===== config.mk =====
export PLATFORM = sky130hd
export DESIGN_NAME = mrc_top
export DESIGN_NICKNAME = d
export VERILOG_FILES = /design/src/include/mrc_pkg.sv /design/src/include/mrc_cnt_if.sv /design/src/hdl/mrc_settle_cnt.sv /design/src/hdl/mrc_top.sv
export VERILOG_INCLUDE_DIRS = /design/src /design/src/include
export SDC_FILE = /design/constraint.sdc
export NUM_CORES = 1
export LEC_CHECK = 0
export ABC_AREA = 1
export BUFFER_PORTS_ARGS = -buffer_cell sky130_fd_sc_hd__buf_4
export CORE_MARGIN = 2
export CORE_UTILIZATION = 50
export CTS_CLUSTER_SIZE = 30
export DETAILED_ROUTE_END_ITERATION = 8
export GPL_ROUTABILITY_DRIVEN = 1
export MAX_ROUTING_LAYER = met4
export PLACE_DENSITY = 0.84
export SYNTH_ARGS = -nofsm -noshare
export SYNTH_HDL_FRONTEND = slang
export SYNTH_HIERARCHICAL = 1
export SYNTH_SLANG_ARGS = --single-unit

===== constraint.sdc =====
create_clock -name hclk -period 8.95 [get_ports hclk]
set_input_delay 1.79 -clock hclk [delete_from_list [all_inputs] [get_ports hclk]]
set_output_delay 1.79 -clock hclk [all_outputs]
set_load 0.02 [all_outputs]

===== src/include/mrc_params.svh =====
`ifndef MRC_PARAMS_SVH
`define MRC_PARAMS_SVH

// Register indices; byte address is four times the index
`define MRC_IDX_PROC_MODE0 16'h0004
`define MRC_IDX_RST_CAUSE  16'h000B
`define MRC_IDX_OPT_WDT    16'hFFDB
`define MRC_IDX_OPT_MAIN   16'hFFFF
`define MRC_IDX_PROTECT    16'h0010
`define MRC_IDX_MON0_CTL   16'h0011

// Processor mode zero fields
`define MRC_B_SW_REQ       3
`define MRC_RST_PROC_MODE0 3'h0

// Reset cause fields
`define MRC_B_START_TYPE   0
`define MRC_B_PIN_FLAG     1
`define MRC_B_SW_FLAG      2
`define MRC_B_WDT_FLAG     3

// Protect and monitor control fields
`define MRC_B_WREN         0
`define MRC_B_MON0_EN      0

// Main option byte fields
`define MRC_B_WDT_AUTO     0
`define MRC_B_CP_OVR       2
`define MRC_B_CP_SEL       3
`define MRC_B_LVL_LO       4
`define MRC_B_LVL_HI       5
`define MRC_B_MON0_START   6
`define MRC_B_CSP_INIT     7

// Watchdog option byte fields
`define MRC_B_PER_LO       0
`define MRC_B_PER_HI       1
`define MRC_B_WIN_LO       2
`define MRC_B_WIN_HI       3

// Erased flash value of both option bytes
`define MRC_ERASED         8'hFF

// Watchdog underflow periods
`define MRC_WDT_PER0       14'h03FF
`define MRC_WDT_PER1       14'h0FFF
`define MRC_WDT_PER2       14'h1FFF
`define MRC_WDT_PER3       14'h3FFF

// Low-speed oscillator clocks before release
`define MRC_SETTLE_TICKS   6'h20

`endif


===== src/include/mrc_pkg.sv =====
`default_nettype none

package mrc_pkg;

    // Sequencer states
    typedef enum logic [1:0] {
        MRC_LOAD,
        MRC_SETTLE,
        MRC_RUN,
        MRC_PIN_HOLD
    } mrc_state_t;

    // Detect level select codes
    typedef enum logic [1:0] {
        MRC_LVL_3V80,
        MRC_LVL_2V85,
        MRC_LVL_2V35,
        MRC_LVL_1V90
    } mrc_level_t;

endpackage

`default_nettype wire


===== src/include/mrc_cnt_if.sv =====
`default_nettype none

// Settle counter control between sequencer and counter
interface mrc_cnt_if;
    logic run;
    logic clear;
    logic tick;
    logic done;

    modport ctl (output run, output clear, output tick, input done);
    modport cnt (input run, input clear, input tick, output done);
endinterface

`default_nettype wire


===== src/hdl/mrc_settle_cnt.sv =====
`include "mrc_params.svh"
`default_nettype none

module mrc_settle_cnt
    import mrc_pkg::*;
(
    // Clock and reset
    input wire logic hclk,
    input wire logic hresetn,
    input wire logic ce,
    // Counter control
    mrc_cnt_if.cnt   cif
);

    logic [5:0] cnt_r;
    logic [5:0] cnt_nxt;

    // Count oscillator ticks while supply is good, saturate at the target
    always_comb begin
        cnt_nxt = cnt_r;
        if (cif.clear) begin
            cnt_nxt = 6'h00;
        end else if (cif.run && cif.tick && !cif.done) begin
            cnt_nxt = cnt_r + 6'h01;
        end
    end

    always_ff @(posedge hclk or negedge hresetn) begin
        if (!hresetn) begin
            cnt_r <= 6'h00;
        end else if (ce) begin
            cnt_r <= cnt_nxt;
        end
    end

    // Done from a flop compare, no extra latency
    assign cif.done = (cnt_r == `MRC_SETTLE_TICKS);

endmodule

`default_nettype wire


===== src/hdl/mrc_top.sv =====
// What this block does
// - Software request bit resets; always reads zero
// - Mode register writes need protect release bit
// - Five sources: pin, power, monitor, watchdog, software
// - Power or monitor reset clears start type
// - Writing one sets warm start; zero ignored
// - Start type undefined while monitor disabled
// - Cause flags: pin, software, watchdog, read-only
// - Cause bits four to six undefined; seven reserved
// - Option bit zero: watchdog autostart when zero
// - Code protect from override and select bits
// - Two bits choose one shared detect level
// - Monitor start bit zero enables power resets
// - Option bit seven zero enables source protect
// - Option bytes live in flash, erased FFh
// - Second option bits one:zero set period
// - Bits three:two set refresh window percentage
// - Pin low holds reset; release fetches vector
// - After reset CPU runs low-speed, undivided
// - Reset leaves RAM; writes blocked during reset
// - Monitor on: thirty-two oscillator clocks then release reset
// - Each cause flag set by its reset
`include "mrc_params.svh"
`default_nettype none

module mrc_top
    import mrc_pkg::*;
(
    // Clock, reset, enable
    input  wire logic        hclk,
    input  wire logic        hresetn,
    input  wire logic        ce,
    // AHB-Lite slave
    input  wire logic        hsel,
    input  wire logic [31:0] haddr,
    input  wire logic [1:0]  htrans,
    input  wire logic        hwrite,
    input  wire logic [2:0]  hsize,
    input  wire logic [31:0] hwdata,
    input  wire logic        hready,
    output var  logic [31:0] hrdata,
    output var  logic        hreadyout,
    output var  logic        hresp,
    // Reset sources and low-speed oscillator tick
    input  wire logic        reset_pin_n,
    input  wire logic        supply_ok,
    input  wire logic        wdt_underflow,
    input  wire logic        lowspeed_tick,
    // Option bytes from flash
    input  wire logic [7:0]  flash_opt_main,
    input  wire logic [7:0]  flash_opt_wdt,
    // Reset and clock control
    output var  logic        sys_reset_n,
    output var  logic        fetch_vector,
    output var  logic        clk_force_lowspeed,
    output var  logic        ram_write_block,
    // Decoded option settings
    output var  logic        wdt_autostart,
    output var  logic [13:0] wdt_period,
    output var  logic [13:0] wdt_refresh_limit,
    output var  logic [1:0]  refresh_window,
    output var  logic        code_protect_en,
    output var  logic        count_src_protect,
    output var  logic [1:0]  detect_level,
    output var  logic        monitor0_armed
);

    mrc_cnt_if cif ();

    // Bus state
    logic        wr_pend_r, wr_pend_nxt;
    logic [15:0] wr_idx_r, wr_idx_nxt;
    logic [31:0] hrdata_r, hrdata_nxt;
    logic        acc_valid;
    logic        acc_aligned;
    logic [15:0] acc_idx;
    logic [7:0]  rd_byte;

    // Sequencer and register state
    mrc_state_t  st_r, st_nxt;
    logic        cwr_r, cwr_nxt;
    logic        hwr_r, hwr_nxt;
    logic        swr_r, swr_nxt;
    logic        wdr_r, wdr_nxt;
    logic [2:0]  pm_rsvd_r, pm_rsvd_nxt;
    logic        wren_r, wren_nxt;
    logic        mon_en_r, mon_en_nxt;
    logic [7:0]  opt_main_r, opt_main_nxt;
    logic [7:0]  opt_wdt_r, opt_wdt_nxt;

    // Output flops
    logic        rst_n_r, rst_n_nxt;
    logic        fetch_r, fetch_nxt;
    logic        lowspd_r, lowspd_nxt;
    logic        ramblk_r, ramblk_nxt;
    logic        wauto_r, wauto_nxt;
    logic [13:0] per_r, per_nxt;
    logic [13:0] rlim_r, rlim_nxt;
    logic [1:0]  win_r, win_nxt;
    logic        cp_r, cp_nxt;
    logic        csp_r, csp_nxt;
    logic [1:0]  lvl_r, lvl_nxt;

    // Write decode, refresh arithmetic
    logic        mon_fall;
    logic        wr_ok;
    logic        hit_pm;
    logic        sw_req;
    logic [14:0] span;
    logic [2:0]  win_inc;
    logic [15:0] rprod;

    mrc_settle_cnt u_settle (
        .hclk    (hclk),
        .hresetn (hresetn),
        .ce      (ce),
        .cif     (cif)
    );

    // Address phase decode; word index from byte address
    assign acc_valid   = hsel && hready && htrans[1];
    assign acc_aligned = (haddr[1:0] == 2'b00) && (haddr[31:18] == 14'h0000);
    assign acc_idx     = haddr[17:2];

    // Read mux; unmapped reads return zero
    always_comb begin
        case (acc_idx)
            `MRC_IDX_PROC_MODE0: rd_byte = {5'h00, pm_rsvd_r};
            `MRC_IDX_RST_CAUSE:  rd_byte = {4'h0, wdr_r, swr_r, hwr_r, cwr_r};
            `MRC_IDX_OPT_WDT:    rd_byte = opt_wdt_r;
            `MRC_IDX_OPT_MAIN:   rd_byte = opt_main_r;
            `MRC_IDX_PROTECT:    rd_byte = {7'h00, wren_r};
            `MRC_IDX_MON0_CTL:   rd_byte = {7'h00, mon_en_r};
            default:             rd_byte = 8'h00;
        endcase
    end

    // Bus next state: zero wait, data registered at the address phase
    always_comb begin
        wr_pend_nxt = acc_valid && hwrite && acc_aligned;
        wr_idx_nxt  = acc_idx;
        hrdata_nxt  = hrdata_r;
        if (acc_valid && !hwrite) begin
            hrdata_nxt = acc_aligned ? {24'h000000, rd_byte} : 32'h00000000;
        end
    end

    always_ff @(posedge hclk or negedge hresetn) begin
        if (!hresetn) begin
            wr_pend_r <= 1'b0;
            wr_idx_r  <= 16'h0000;
            hrdata_r  <= 32'h00000000;
            hreadyout <= 1'b1;
            hresp     <= 1'b0;
        end else if (ce) begin
            wr_pend_r <= wr_pend_nxt;
            wr_idx_r  <= wr_idx_nxt;
            hrdata_r  <= hrdata_nxt;
            hreadyout <= 1'b1;
            hresp     <= 1'b0;
        end
    end

    assign hrdata = hrdata_r;

    // Write effects only count while the CPU runs
    assign mon_fall = mon_en_r && !supply_ok;
    assign wr_ok    = wr_pend_r && (st_r == MRC_RUN);
    assign hit_pm   = wr_ok && (wr_idx_r == `MRC_IDX_PROC_MODE0) && wren_r;
    assign sw_req   = hit_pm && hwdata[`MRC_B_SW_REQ];

    // Counter runs only in the settle state with supply good
    assign cif.run   = (st_r == MRC_SETTLE) && supply_ok;
    assign cif.clear = (st_r != MRC_SETTLE) || !supply_ok;
    assign cif.tick  = lowspeed_tick;

    // Refresh limit is a quarter of the span times the window step, less one
    assign span    = {1'b0, per_nxt} + 15'h0001;
    assign win_inc = {1'b0, win_nxt} + 3'h1;
    assign rprod   = {3'h0, span[14:2]} * {13'h0000, win_inc};

    // Sequencer next state, flags and option decode
    always_comb begin
        st_nxt       = st_r;
        cwr_nxt      = cwr_r;
        hwr_nxt      = hwr_r;
        swr_nxt      = swr_r;
        wdr_nxt      = wdr_r;
        pm_rsvd_nxt  = pm_rsvd_r;
        wren_nxt     = wren_r;
        mon_en_nxt   = mon_en_r;
        opt_main_nxt = opt_main_r;
        opt_wdt_nxt  = opt_wdt_r;
        wauto_nxt    = wauto_r;
        per_nxt      = per_r;
        win_nxt      = win_r;
        cp_nxt       = cp_r;
        csp_nxt      = csp_r;
        lvl_nxt      = lvl_r;
        if (hit_pm) begin
            pm_rsvd_nxt = hwdata[2:0];
        end
        if (wr_ok && (wr_idx_r == `MRC_IDX_PROTECT)) begin
            wren_nxt = hwdata[`MRC_B_WREN];
        end
        if (wr_ok && (wr_idx_r == `MRC_IDX_MON0_CTL)) begin
            mon_en_nxt = hwdata[`MRC_B_MON0_EN];
        end
        if (wr_ok && (wr_idx_r == `MRC_IDX_RST_CAUSE) && hwdata[`MRC_B_START_TYPE]) begin
            cwr_nxt = 1'b1;
        end
        case (st_r)
            MRC_LOAD: begin
                // Options are fetched from flash on every reset sequence
                opt_main_nxt = flash_opt_main;
                opt_wdt_nxt  = flash_opt_wdt;
                wauto_nxt    = ~flash_opt_main[`MRC_B_WDT_AUTO];
                cp_nxt       = flash_opt_main[`MRC_B_CP_OVR]
                               & ~flash_opt_main[`MRC_B_CP_SEL];
                lvl_nxt      = flash_opt_main[`MRC_B_LVL_HI:`MRC_B_LVL_LO];
                csp_nxt      = ~flash_opt_main[`MRC_B_CSP_INIT];
                mon_en_nxt   = ~flash_opt_main[`MRC_B_MON0_START];
                win_nxt      = flash_opt_wdt[`MRC_B_WIN_HI:`MRC_B_WIN_LO];
                case (flash_opt_wdt[`MRC_B_PER_HI:`MRC_B_PER_LO])
                    2'b00:   per_nxt = `MRC_WDT_PER0;
                    2'b01:   per_nxt = `MRC_WDT_PER1;
                    2'b10:   per_nxt = `MRC_WDT_PER2;
                    default: per_nxt = `MRC_WDT_PER3;
                endcase
                // Monitor disabled skips the supply wait entirely
                st_nxt = flash_opt_main[`MRC_B_MON0_START] ? MRC_RUN : MRC_SETTLE;
            end
            MRC_SETTLE: begin
                if (cif.done) begin
                    st_nxt = MRC_RUN;
                end
            end
            MRC_RUN: begin
                if (wdt_underflow) begin
                    st_nxt  = MRC_LOAD;
                    hwr_nxt = 1'b0;
                    swr_nxt = 1'b0;
                    wdr_nxt = 1'b1;
                end else if (sw_req) begin
                    st_nxt  = MRC_LOAD;
                    hwr_nxt = 1'b0;
                    swr_nxt = 1'b1;
                    wdr_nxt = 1'b0;
                end
            end
            MRC_PIN_HOLD: begin
                if (reset_pin_n) begin
                    st_nxt = MRC_LOAD;
                end
            end
            default: begin
                st_nxt = MRC_LOAD;
            end
        endcase
        // Pin low outranks watchdog and software requests
        if (!reset_pin_n && (st_r != MRC_PIN_HOLD)) begin
            st_nxt  = MRC_PIN_HOLD;
            hwr_nxt = 1'b1;
            swr_nxt = 1'b0;
            wdr_nxt = 1'b0;
        end
        // Supply drop outranks everything outside the settle state and forces a cold start
        if (mon_fall) begin
            cwr_nxt = 1'b0;
            if (st_r != MRC_SETTLE) begin
                st_nxt = MRC_LOAD;
            end
        end
        // Mode and protect registers return to reset values with the rest of the chip
        if (st_nxt != MRC_RUN) begin
            pm_rsvd_nxt = `MRC_RST_PROC_MODE0;
            wren_nxt    = 1'b0;
        end
    end

    // Reset outputs; RAM is never cleared, only its writes are held off
    always_comb begin
        rst_n_nxt  = (st_nxt == MRC_RUN);
        fetch_nxt  = (st_r != MRC_RUN) && (st_nxt == MRC_RUN);
        lowspd_nxt = (st_nxt != MRC_RUN);
        ramblk_nxt = (st_nxt != MRC_RUN);
        rlim_nxt   = rprod[13:0] - 14'h0001;
    end

    always_ff @(posedge hclk or negedge hresetn) begin
        if (!hresetn) begin
            st_r       <= MRC_LOAD;
            cwr_r      <= 1'b0;
            hwr_r      <= 1'b0;
            swr_r      <= 1'b0;
            wdr_r      <= 1'b0;
            pm_rsvd_r  <= `MRC_RST_PROC_MODE0;
            wren_r     <= 1'b0;
            mon_en_r   <= 1'b0;
            opt_main_r <= `MRC_ERASED;
            opt_wdt_r  <= `MRC_ERASED;
            rst_n_r    <= 1'b0;
            fetch_r    <= 1'b0;
            lowspd_r   <= 1'b1;
            ramblk_r   <= 1'b1;
            wauto_r    <= 1'b0;
            per_r      <= `MRC_WDT_PER3;
            rlim_r     <= `MRC_WDT_PER3;
            win_r      <= 2'b11;
            cp_r       <= 1'b0;
            csp_r      <= 1'b0;
            lvl_r      <= 2'b11;
        end else if (ce) begin
            st_r       <= st_nxt;
            cwr_r      <= cwr_nxt;
            hwr_r      <= hwr_nxt;
            swr_r      <= swr_nxt;
            wdr_r      <= wdr_nxt;
            pm_rsvd_r  <= pm_rsvd_nxt;
            wren_r     <= wren_nxt;
            mon_en_r   <= mon_en_nxt;
            opt_main_r <= opt_main_nxt;
            opt_wdt_r  <= opt_wdt_nxt;
            rst_n_r    <= rst_n_nxt;
            fetch_r    <= fetch_nxt;
            lowspd_r   <= lowspd_nxt;
            ramblk_r   <= ramblk_nxt;
            wauto_r    <= wauto_nxt;
            per_r      <= per_nxt;
            rlim_r     <= rlim_nxt;
            win_r      <= win_nxt;
            cp_r       <= cp_nxt;
            csp_r      <= csp_nxt;
            lvl_r      <= lvl_nxt;
        end
    end

    // Outputs straight from flops
    assign sys_reset_n        = rst_n_r;
    assign fetch_vector       = fetch_r;
    assign clk_force_lowspeed = lowspd_r;
    assign ram_write_block    = ramblk_r;
    assign wdt_autostart      = wauto_r;
    assign wdt_period         = per_r;
    assign wdt_refresh_limit  = rlim_r;
    assign refresh_window     = win_r;
    assign code_protect_en    = cp_r;
    assign count_src_protect  = csp_r;
    assign detect_level       = lvl_r;
    assign monitor0_armed     = mon_en_r;
endmodule

`default_nettype wire


==> impl_metrics.env, run 1 <==
export IMPL_outcome="complete, no violations"
export IMPL_synth_top_area_share_pct=19.6
export IMPL_dr_first_iter_drc_count=233
export IMPL_clk_pin_slew_ns=0.07
export IMPL_synth_cell_type_count=46
export IMPL_synth_edf_count=0
export IMPL_grt_overflow=0
export IMPL_postPlaceCellArea_um2=7160
export IMPL_p_int_uw=1190
export IMPL_route_top_layer_used="met4"
export IMPL_antenna_found_initial=0
export IMPL_grt_max_degree=58
export IMPL_netlist_instances=845
export IMPL_cp_num_buf_inv=2
export IMPL_end_kind="flop"
export IMPL_fp_dieArea_um2=13500
export IMPL_finalMaxSlewViolations=0
export IMPL_wl_per_cell_um=12.8
export IMPL_arrival_ns=5.23
export IMPL_leakagePower_uw=0.00392
export IMPL_yosysTopAreaCell="dfstp_2"
export IMPL_vias=5579
export IMPL_vias_per_cell=4.97
export IMPL_dp_cells=1107
export IMPL_utilization_pct=59.7
export IMPL_first_pass_iters=5
export IMPL_cts_buffers=9
export IMPL_fillers=1118
export IMPL_route_met3_wl_um=798
export IMPL_synth_most_common_cell="nand2_1"
export IMPL_finalSetupTns_ns=0
export IMPL_cp_cell_sequence="buf_4 -> nand2_1 -> o21ai_0 -> ha_1 -> nand2_1 -> ha_1 -> fa_1 -> inv_1 -> ha_1 -> nand3_1 -> nand3_1 -> nand2_1 -> nand2_1 -> a21oi_1 -> o21ai_0 -> nand3_1 -> nand2_1 -> nand2_1 -> nand3_1 -> nand2_1"
export IMPL_stdcell_area_um2=7440
export IMPL_p_switching_uw=981
export IMPL_port_buffers=110
export IMPL_cpMaxStageDelayCell="ha_1"
export IMPL_async_reset_ff_share_pct=100
export IMPL_start_util_pct=50.7
export IMPL_area_growth_pct=17.9
export IMPL_yosys_warnings=6
export IMPL_clock_latency_ns=0.34
export IMPL_timing_critical_path_mode_cell="nand2_1"
export IMPL_ys_seq_elements=94
export IMPL_grt_pass1_vias=5434
export IMPL_cts_max_level=3
export IMPL_hpwlAfterDp_mm=11.1
export IMPL_pwr_density_cell_nw_per_um2=292
export IMPL_core_um2=12500
export IMPL_synth_seq_area_share_pct=38.2
export IMPL_pin_count=169
export IMPL_required_ns=9.22
export IMPL_die_y_um=116
export IMPL_stdcell_count=1123
export IMPL_drive_gt1_share_pct=22.8
export IMPL_place_congestion=0.893
export IMPL_wl_met2_mm=6.58
export IMPL_rsz0062_at_grt="false"
export IMPL_critical_path_class="in2reg"
export IMPL_fmax_mhz=202
export IMPL_routed_wirelength_mm=14.3
export IMPL_ant_nets=0
export IMPL_clock_skew_ns=0.0122
export IMPL_combPwrFrac_pct=54.2
export IMPL_synth_area_um2=6310
export IMPL_maxSlewHeadroom_pct=52.7
export IMPL_hold_buffers=0
export IMPL_synthTopCellsByCount="nand2_1 (260), inv_1 (115), nor2_1 (60)"
export IMPL_hold_viol_final=0
export IMPL_grt_pass1_wl_mm=24.7
export IMPL_ys_flop_type="dfstp_2"
export IMPL_worstPathMaxFanout=14
export IMPL_cts_tree="done"
export IMPL_cts_sinks=94
export IMPL_cp_start_kind="input port"
export IMPL_peakVddDrop_mv=0.257
export IMPL_nets=1080
export IMPL_cts_resized=0
export IMPL_post_cts_buffers=0
export IMPL_hp_class="reg2reg"
export IMPL_crit_family="adder cells"
export IMPL_cts_max_path_buffers=2
export IMPL_max_stage_delay_ns=0.61
export IMPL_maxCapViolCount=0
export IMPL_antenna_cells=0
export IMPL_track_usage_pct=23.4
export IMPL_hold_ws_ns=0.465
export IMPL_p_seq_share_pct=28.6
export IMPL_worst_pin_slew_ns=0.709
export IMPL_fin_crit_sh_pct=55.4
export IMPL_synth_area_leaders="dfstp_2 (20%), dfrtp_1 (19%), nand2_1 (15%)"
export IMPL_cts_root_buffer="clkbuf_16"
export IMPL_drc=0
export IMPL_syn_area_per_cell_um2=7.47
export IMPL_p_clk_share_pct=17.2
export IMPL_wl_met1_mm=6.70
export IMPL_fp_dieW_um=116
export IMPL_switching_share_pct=45.1
export IMPL_period_minus_slack_ns=4.96
export IMPL_finalSetupViolCount=0
export IMPL_row_count=41
-- layer usage --
layer,GRT usage (%),vias up
li1,-,2820
met1,31.7,2562
met2,36.5,174
met3,3.48,23
met4,7.30,0
met5,-,-
-- sequential cells by signal (all words and copies together), names as in the netlist, 2 cells and up --
register / flops
wr_idx_r: 16
wdt_period: 14
wdt_refresh_limit: 14
hrdata: 8
opt_main_r: 8
opt_wdt_r: 8
u_settle/cnt_r: 6
pm_rsvd_r: 3
refresh_window: 2
st_r: 2
-- worst reg2reg max path: stages, from the launching register on --
cell	delay (ns)
dfrtp_1	0.45
nor2_2	0.42
o21ai_0	0.28
ha_1	0.61
nand2_1	0.11
ha_1	0.32
fa_1	0.54
inv_1	0.04
ha_1	0.36
nand3_1	0.09
nand3_1	0.12
nand2_1	0.08
nand2_1	0.07
a21oi_1	0.08
o21ai_0	0.25
nand3_1	0.14
nand2_1	0.08
nand2_1	0.05
nand3_1	0.09
nand2_1	0.06
-- area by class of cell --
type	count	area [um^2]	area share, %
clock inverters	7	60.1	0.807
well taps	172	215	2.89
multi-input cells	606	3220	43.3
clock buffers	9	225	3.03
repair buffers	113	848	11.4
flip-flops and latches	94	2410	32.4
inverters	122	458	6.15
-- cells in the final DEF, fill, tap and decap left out, drive strengths merged, types with 12 or more instances in the layout --
master / n
dfstp: 47
nand3: 54
conb: 26
buf: 113
nand4: 12
a21oi: 17
inv: 125
dfrtp: 47
o21ai: 63
nand2: 274
nor2: 70
ha: 27
fa: 12
-- final timing paths --
| path | from | endpoint | slack, ns | depth (start not counted) |
|---|---|---|---|---|
| max reg2reg | st_r[1] | wdt_refresh_limit[10] | 4.64 | 19 |
| min reg2reg | wdt_refresh_limit[2] | wdt_refresh_limit[2] | 0.47 | 2 |
| max | flash_opt_wdt[2] | wdt_refresh_limit[10] | 3.99 | 20 |
| max in group asynchronous | hresetn | code_protect_en | 6.49 | 2 |
| min in group asynchronous | hresetn | wr_idx_r[6] | 1.40 | 1 |
| min | wdt_refresh_limit[2] | wdt_refresh_limit[2] | 0.47 | 2 |
-- kinds of logic after synthesis --
| group | synth area share, % |
|---|---|
| buffers and inverters | 12.2 |
| DFF | 38.2 |
| AOI/OAI and AO/OA | 8.72 |
| and+or+nand+nor | 30.4 |
| adders and majority gates | 9.15 |
| xor gates and xnor gates | 1.25 |
| other | 0.119 |
-- per-stage QoR --
stage / total power (uW) / setup WS [ns]
after floorplan: 1500 / 4.10
after global placement: 1770 / 3.69
after detailed placement: 1800 / 3.66
after CTS: 2190 / 4.01
after global routing: 2390 / 3.72
final: 2180 / 3.99
-- power groups by stage --
stage,Sequential (uW),Clock [uW],Combinational [uW]
final,623,374,1180
after global placement,627,0,1150
after CTS,624,383,1180
after global routing,636,402,1350
after floorplan,671,0,831
after detailed placement,630,0,1170
(Power assumes the default switching activity.)
==> run 2: changes to the inputs <==
- CORE_UTILIZATION: 50 -> 49
- PLACE_DENSITY: 0.84 -> 0.86
- clock period: 8.95 -> 4.2 ns (I/O delays scaled with it)
==> run 2 against run 1 <==
Final area rose by 2.3%. Routed wire length rose by 4.5%. Total power rose by 120%. Clock power rose by 140%. Utilization rose by 0.63 points. Non-clock buffer count rose by 12. Die area rose by 2.0%. Via count rose by 2.6%. First-iteration DRC count rose by 63%.
==> impl_metrics.env, run 2 (same netlist as run 1, synthesis figures left out) <==
export IMPL_fillers=1144
export IMPL_cts_max_path_buffers=2
export IMPL_area_sequential_um2=2410
export IMPL_period_minus_slack_ns=3.93
export IMPL_fp_dieW_um=118
export IMPL_p_seq_share_pct=27.6
export IMPL_maxSlewHeadroom_pct=39.2
export IMPL_dp_cells=1117
export IMPL_vias=5726
export IMPL_drive_gt1_share_pct=24.6
export IMPL_top_register="wr_idx_r"
export IMPL_ant_nets=0
export IMPL_hp_class="reg2reg"
export IMPL_track_usage_pct=22.5
export IMPL_fp_dieArea_um2=13800
export IMPL_row_count=41
export IMPL_nets=1092
export IMPL_finalSetupTns_ns=0
export IMPL_port_buffers=110
export IMPL_leakagePower_uw=0.00399
export IMPL_antenna_cells=0
export IMPL_hpwlAfterDp_mm=11.4
export IMPL_p_int_uw=2760
export IMPL_pin_count=169
export IMPL_peakVddDrop_mv=0.407
export IMPL_max_stage_delay_ns=0.54
export IMPL_required_ns=4.48
export IMPL_fin_crit_sh_pct=93.6
export IMPL_grt_overflow=0
export IMPL_cts_tree="done"
export IMPL_area_growth_pct=20.6
export IMPL_p_clk_share_pct=18.1
export IMPL_stdcell_count=1135
export IMPL_place_congestion=0.898
export IMPL_finalSetupViolCount=0
export IMPL_utilization_pct=60.3
export IMPL_grt_pass1_wl_mm=25.0
export IMPL_core_um2=12600
export IMPL_switching_share_pct=43.3
export IMPL_drc=0
export IMPL_setup_slack_ns=0.268
export IMPL_grt_max_degree=76
export IMPL_pwr_density_cell_nw_per_um2=639
export IMPL_cp_start_kind="flop"
export IMPL_cpMaxStageDelayCell="dfstp_2"
export IMPL_first_pass_iters=5
export IMPL_combPwrFrac_pct=54.3
export IMPL_dpl_worst_slack_ns=0.141
export IMPL_dr_first_iter_drc_count=380
export IMPL_postPlaceCellArea_um2=7230
export IMPL_hold_viol_final=0
export IMPL_layout_commonest_cell="nand2_1"
export IMPL_clk_pin_slew_ns=0.06
export IMPL_routed_wirelength_mm=15.0
export IMPL_largest_register_ffs=16
export IMPL_cts_root_buffer="clkbuf_16"
export IMPL_final_cell_mix="nand2_1 (259), buf_4 (125), inv_1 (115)"
export IMPL_p_switching_uw=2110
export IMPL_cp_num_buf_inv=4
export IMPL_outcome="complete, no violations"
export IMPL_antenna_found_initial=0
export IMPL_multiInputGateArea_um2=3260
export IMPL_hold_buffers=0
export IMPL_critical_path_class="reg2reg"
export IMPL_clock_skew_ns=0.00997
export IMPL_fmax_mhz=254
export IMPL_cts_max_level=3
export IMPL_maxCapViolCount=0
export IMPL_worstPathMaxFanout=8
export IMPL_cp_cell_sequence="inv_1 -> o21ai_0 -> ha_1 -> buf_4 -> nand2_1 -> ha_1 -> fa_1 -> inv_1 -> ha_1 -> nand2_1 -> inv_1 -> nand3_1 -> nor4_2 -> nor2_1 -> nand3_1 -> nand3_1 -> nand2_1"
export IMPL_crit_family="adder cells"
export IMPL_stdcell_area_um2=7610
export IMPL_end_kind="flop"
export IMPL_cts_buffers=9
export IMPL_finalMaxSlewViolations=0
export IMPL_vias_per_cell=5.04
export IMPL_worst_pin_slew_ns=0.912
export IMPL_die_y_um=118
export IMPL_wl_per_cell_um=13.2
export IMPL_cts_sinks=94
export IMPL_arrival_ns=4.21
export IMPL_start_util_pct=50.0
export IMPL_clock_latency_ns=0.34
export IMPL_grt_pass1_vias=5325
[run 2: power groups by stage]
stage	sequential [uW]	clock [uW]	combinational, uW
5_1_grt	1370	929	3010
3_5_place_dp	1350	0	2520
6_report	1340	881	2650
2_1_floorplan	1430	0	1770
3_3_place_gp	1340	0	2460
4_1_cts	1340	895	2540
[run 2: final timing paths]
check / slack, ns / startpoint / endpoint / cells after the start
setup / recovery: 0.27 / refresh_window[0] / wdt_refresh_limit[13] / 17
max in group asynchronous: 2.70 / hresetn / wdt_period[3] / 2
setup reg to reg: 0.27 / refresh_window[0] / wdt_refresh_limit[13] / 17
min in group asynchronous: 0.63 / hresetn / hrdata[2] / 1
hold / removal: 0.46 / opt_wdt_r[4] / opt_wdt_r[4] / 2
hold reg to reg: 0.46 / opt_wdt_r[4] / opt_wdt_r[4] / 2
[run 2: final cells by class]
cell class	instances	area share, %
multi-input cells	606	42.9
clock inverters	6	1.12
repair buffers	125	12.3
clock buffers	10	3.14
well taps	172	2.83
inverters	122	6.01
flip-flops and latches	94	31.7
[run 2: per-layer routing]
layer / vias to the layer above / global-route usage [%] / wire length [um]
met3: 16 / 4.02 / 1020
met2: 205 / 36.1 / 7040
li1: 2845 / - / -
met4: 0 / 6.02 / 193
met1: 2660 / 29.7 / 6720
met5: - / - / 0
[run 2: what timing repair did]
item                       CTS  global route
setup buffers                0             2
resized for setup            0            11
setup endpoints to repair    0             5
[run 2: worst reg2reg max path: cells and delay by family, from the launching register on]
family | cells | cell delay [ns]
compound gates | 1 | 0.42
fa+ha+maj | 4 | 1.62
buf+inv | 4 | 0.36
simple gates | 8 | 0.92
flops | 1 | 0.54
[run 2: through the flow]
step	power (uW)	hold slack [ns]
finish	4870	0.464
global route	5300	0.480
CTS	4770	0.465
detailed placement	3870	0.455
global placement	3800	0.454
floorplan	3200	0.443
==> run 3: changes to the inputs <==
- CELL_PAD_IN_SITES_DETAIL_PLACEMENT: not set -> 0
- CELL_PAD_IN_SITES_GLOBAL_PLACEMENT: not set -> 1
- CORE_UTILIZATION: 49 -> 34
- PLACE_DENSITY: 0.86 -> 0.84
- SYNTH_HIERARCHICAL: 1 -> not set
==> run 3 against run 2 <==
Largest power group unchanged. Sequential cell count unchanged. Global-route usage down 5.2 points. Fmax down 0.60%. Die area up 40%. Utilization down 18 points. Clock skew down 0.0014 ns. Count of clock-buffer cells in the layout up 2.
==> impl_metrics.env, run 3 <==
export IMPL_outcome="complete, no violations"
export IMPL_antenna_found_initial=0
export IMPL_ant_nets=0
export IMPL_cts_sinks=94
export IMPL_arrival_ns=4.25
export IMPL_p_clk_share_pct=18.9
export IMPL_netlist_instances=817
export IMPL_area_growth_pct=23.8
export IMPL_synth_fa_ha_area_share_pct=9.34
export IMPL_maxCapViolCount=0
export IMPL_grt_pass1_wl_mm=26.2
export IMPL_ys_flop_type="dfstp_2"
export IMPL_ff2ff_setup_slack_ns=0.24
export IMPL_utilization_pct=42.8
export IMPL_synth_most_common_cell="nand2_1"
export IMPL_hold_buffers=0
export IMPL_max_stage_delay_ns=0.57
export IMPL_yosys_area_share_simple_pct=29.2
export IMPL_syn_area_per_cell_um2=7.58
export IMPL_end_kind="flop"
export IMPL_hold_viol_final=0
export IMPL_vias_per_cell=4.56
export IMPL_port_buffers=110
export IMPL_top_register="wr_idx_r"
export IMPL_dpl_worst_slack_ns=0.0856
export IMPL_maxSlewHeadroom_pct=36.1
export IMPL_clk_pin_slew_ns=0.07
export IMPL_synth_compound_area_share_pct=9.38
export IMPL_cts_buffers=9
export IMPL_final_cell_mix="nand2_1 (246), buf_4 (136), inv_1 (112)"
export IMPL_track_usage_pct=17.3
export IMPL_hp_start="opt_wdt_r[4]"
export IMPL_fp_dieW_um=139
export IMPL_ys_seq_elements=94
export IMPL_start_util_pct=34.6
export IMPL_required_ns=4.49
export IMPL_largest_register_ffs=16
export IMPL_clock_skew_ns=0.00854
export IMPL_setup_slack_ns=0.244
export IMPL_finalMaxSlewViolations=0
export IMPL_vias=5356
export IMPL_muxShareOfSynthArea_pct=0
export IMPL_combPwrFrac_pct=53.8
export IMPL_worst_pin_slew_ns=0.959
export IMPL_timing_critical_path_mode_cell="nand2_1"
export IMPL_row_count=49
export IMPL_drive_gt1_share_pct=26.2
export IMPL_clock_latency_ns=0.35
export IMPL_switching_share_pct=42.3
export IMPL_synth_seq_area_share_pct=39.0
export IMPL_place_congestion=0.881
export IMPL_p_switching_uw=2070
export IMPL_synthXorXnorAreaFrac_pct=0.990
export IMPL_stdcell_area_um2=7660
export IMPL_dr_first_iter_drc_count=208
export IMPL_hold_ws_ns=0.462
export IMPL_fin_crit_sh_pct=94.2
export IMPL_yosysTopAreaCell="dfstp_2"
export IMPL_synth_top_area_share_pct=20.0
export IMPL_grt_overflow=0
export IMPL_hpwlAfterDp_mm=11.7
export IMPL_cts_root_buffer="clkbuf_16"
export IMPL_period_minus_slack_ns=3.96
export IMPL_synthTopCellsByCount="nand2_1 (247), inv_1 (112), o21ai_0 (60)"
export IMPL_cts_tree="done"
export IMPL_peakVddDrop_mv=0.548
export IMPL_hp_class="reg2reg"
export IMPL_crit_family="simple AND/OR/NAND/NOR gates"
export IMPL_crit_start="st_r[1]"
export IMPL_p_int_uw=2820
export IMPL_cts_max_path_buffers=2
export IMPL_grt_pass1_vias=5241
export IMPL_fp_dieArea_um2=19300
export IMPL_synth_top_family_by_area="simple AND/OR/NAND/NOR gates"
export IMPL_cts_max_level=3
export IMPL_finalSetupViolCount=0
export IMPL_p_seq_share_pct=27.3
export IMPL_cpMaxStageDelayCell="fa_1"
export IMPL_synth_area_um2=6190
export IMPL_synth_area_leaders="dfstp_2 (20%), dfrtp_1 (19%), nand2_1 (15%)"
export IMPL_cp_cell_sequence="nor2_4 -> a21oi_1 -> nor2_1 -> nand2_1 -> nor2_4 -> inv_2 -> nor2_2 -> xor2_2 -> nand2_1 -> ha_1 -> fa_1 -> inv_1 -> ha_1 -> nand2_1 -> inv_1 -> a221oi_1 -> nand2_1 -> nor2_2 -> inv_1 -> nand2_1 -> nand3_1 -> nand2_1"
export IMPL_worstPathMaxFanout=8
export IMPL_synth_edf_count=0
export IMPL_first_pass_iters=4
export IMPL_routed_wirelength_mm=15.5
export IMPL_layout_commonest_cell="nand2_1"
export IMPL_synth_cell_type_count=43
export IMPL_pin_count=169
export IMPL_fmax_mhz=253
export IMPL_wl_per_cell_um=13.2
export IMPL_rsz0062_at_grt="true"
export IMPL_finalPower_uw=4890
export IMPL_core_um2=17900
export IMPL_cp_start_kind="flop"
export IMPL_grt_max_degree=75
export IMPL_leakagePower_uw=0.00393
export IMPL_postPlaceCellArea_um2=7240
export IMPL_yosys_warnings=0
export IMPL_r2r_start="st_r[1]"
export IMPL_die_y_um=139
export IMPL_cp_num_buf_inv=4
export IMPL_drc=0
export IMPL_pwr_density_cell_nw_per_um2=638
export IMPL_async_reset_ff_share_pct=100
export IMPL_nets=1075
export IMPL_critical_path_class="reg2reg"
export IMPL_antenna_cells=0
[run 3: changes by cell type after synthesis, sizes merged, moves of 3 or more]
cell	previous run	this run
nand4	12	9
a21oi	17	24
clkinv	3	0
o22ai	4	0
o31ai	5	1
or2	3	6
nor4	5	13
nor2	70	55
a31oi	0	3
nand2	274	258
[run 3: area by class of cell]
| cell class | instances | area (um^2) |
|---|---|---|
| Clock buffer | 12 | 256 |
| Inverter | 117 | 439 |
| Clock inverter | 4 | 77.6 |
| Fill cell | 1865 | 10200 |
| Timing Repair Buffer | 136 | 1020 |
| Multi-Input combinational cell | 583 | 3170 |
| Sequential cell | 94 | 2410 |
| Tap cell | 229 | 287 |
[run 3: worst paths after layout]
| check | endpoint | depth (start not counted) |
|---|---|---|
| min in group asynchronous | hrdata[4] | 1 |
| worst min register to register | opt_wdt_r[4] | 2 |
| worst max-delay path | wdt_refresh_limit[13] | 22 |
| worst min-delay path | opt_wdt_r[4] | 2 |
| max in group asynchronous | wdt_period[6] | 2 |
| worst max register to register | wdt_refresh_limit[13] | 22 |
[run 3: logic make-up (layout without fill, tap and decap cells)]
kind of cell,count (synthesis),in the layout
AND/OR/NAND/NOR,407,407
XOR/XNOR,7,7
flip-flops,94,94
adder cells (fa/ha/maj),39,39
buffers and inverters,164,269
other,2,26
AO/OA/AOI/OAI,104,104
[run 3: metal layers]
metal / GRT usage [%] / wire [um] / vias up
met3: 2.35 / 520 / 19
li1: - / - / 2792
met2: 26.0 / 6900 / 97
met5: - / 0 / -
met1: 23.8 / 7760 / 2448
met4: 6.38 / 302 / 0
[run 3: per-stage QoR]
step | cells | TNS (ns)
global route | 1175 | -0.0629
global placement | 1153 | 0
finish | 1175 | 0
detailed placement | 1153 | 0
CTS | 1169 | 0
floorplan | 841 | 0
[run 3: timing repair]
item	in CTS	in global routing
endpoints found under the setup margin	0	4
setup buffers	0	6
gates resized for setup	0	14
[run 3: power by group through the flow]
stage                     clock, uW  combinational, uW  sequential, uW
after global placement            0               2460            1340
after CTS                       960               2500            1340
after global routing            993               3020            1360
after detailed placement          0               2470            1350
after floorplan                   0               1750            1430
final                           927               2630            1330
[run 3: tightest hold or removal path, cell delays in order (launching register included)]
cell and delay, ns:
dfstp_2 0.37, nand2_1 0.05, nand2_1 0.04
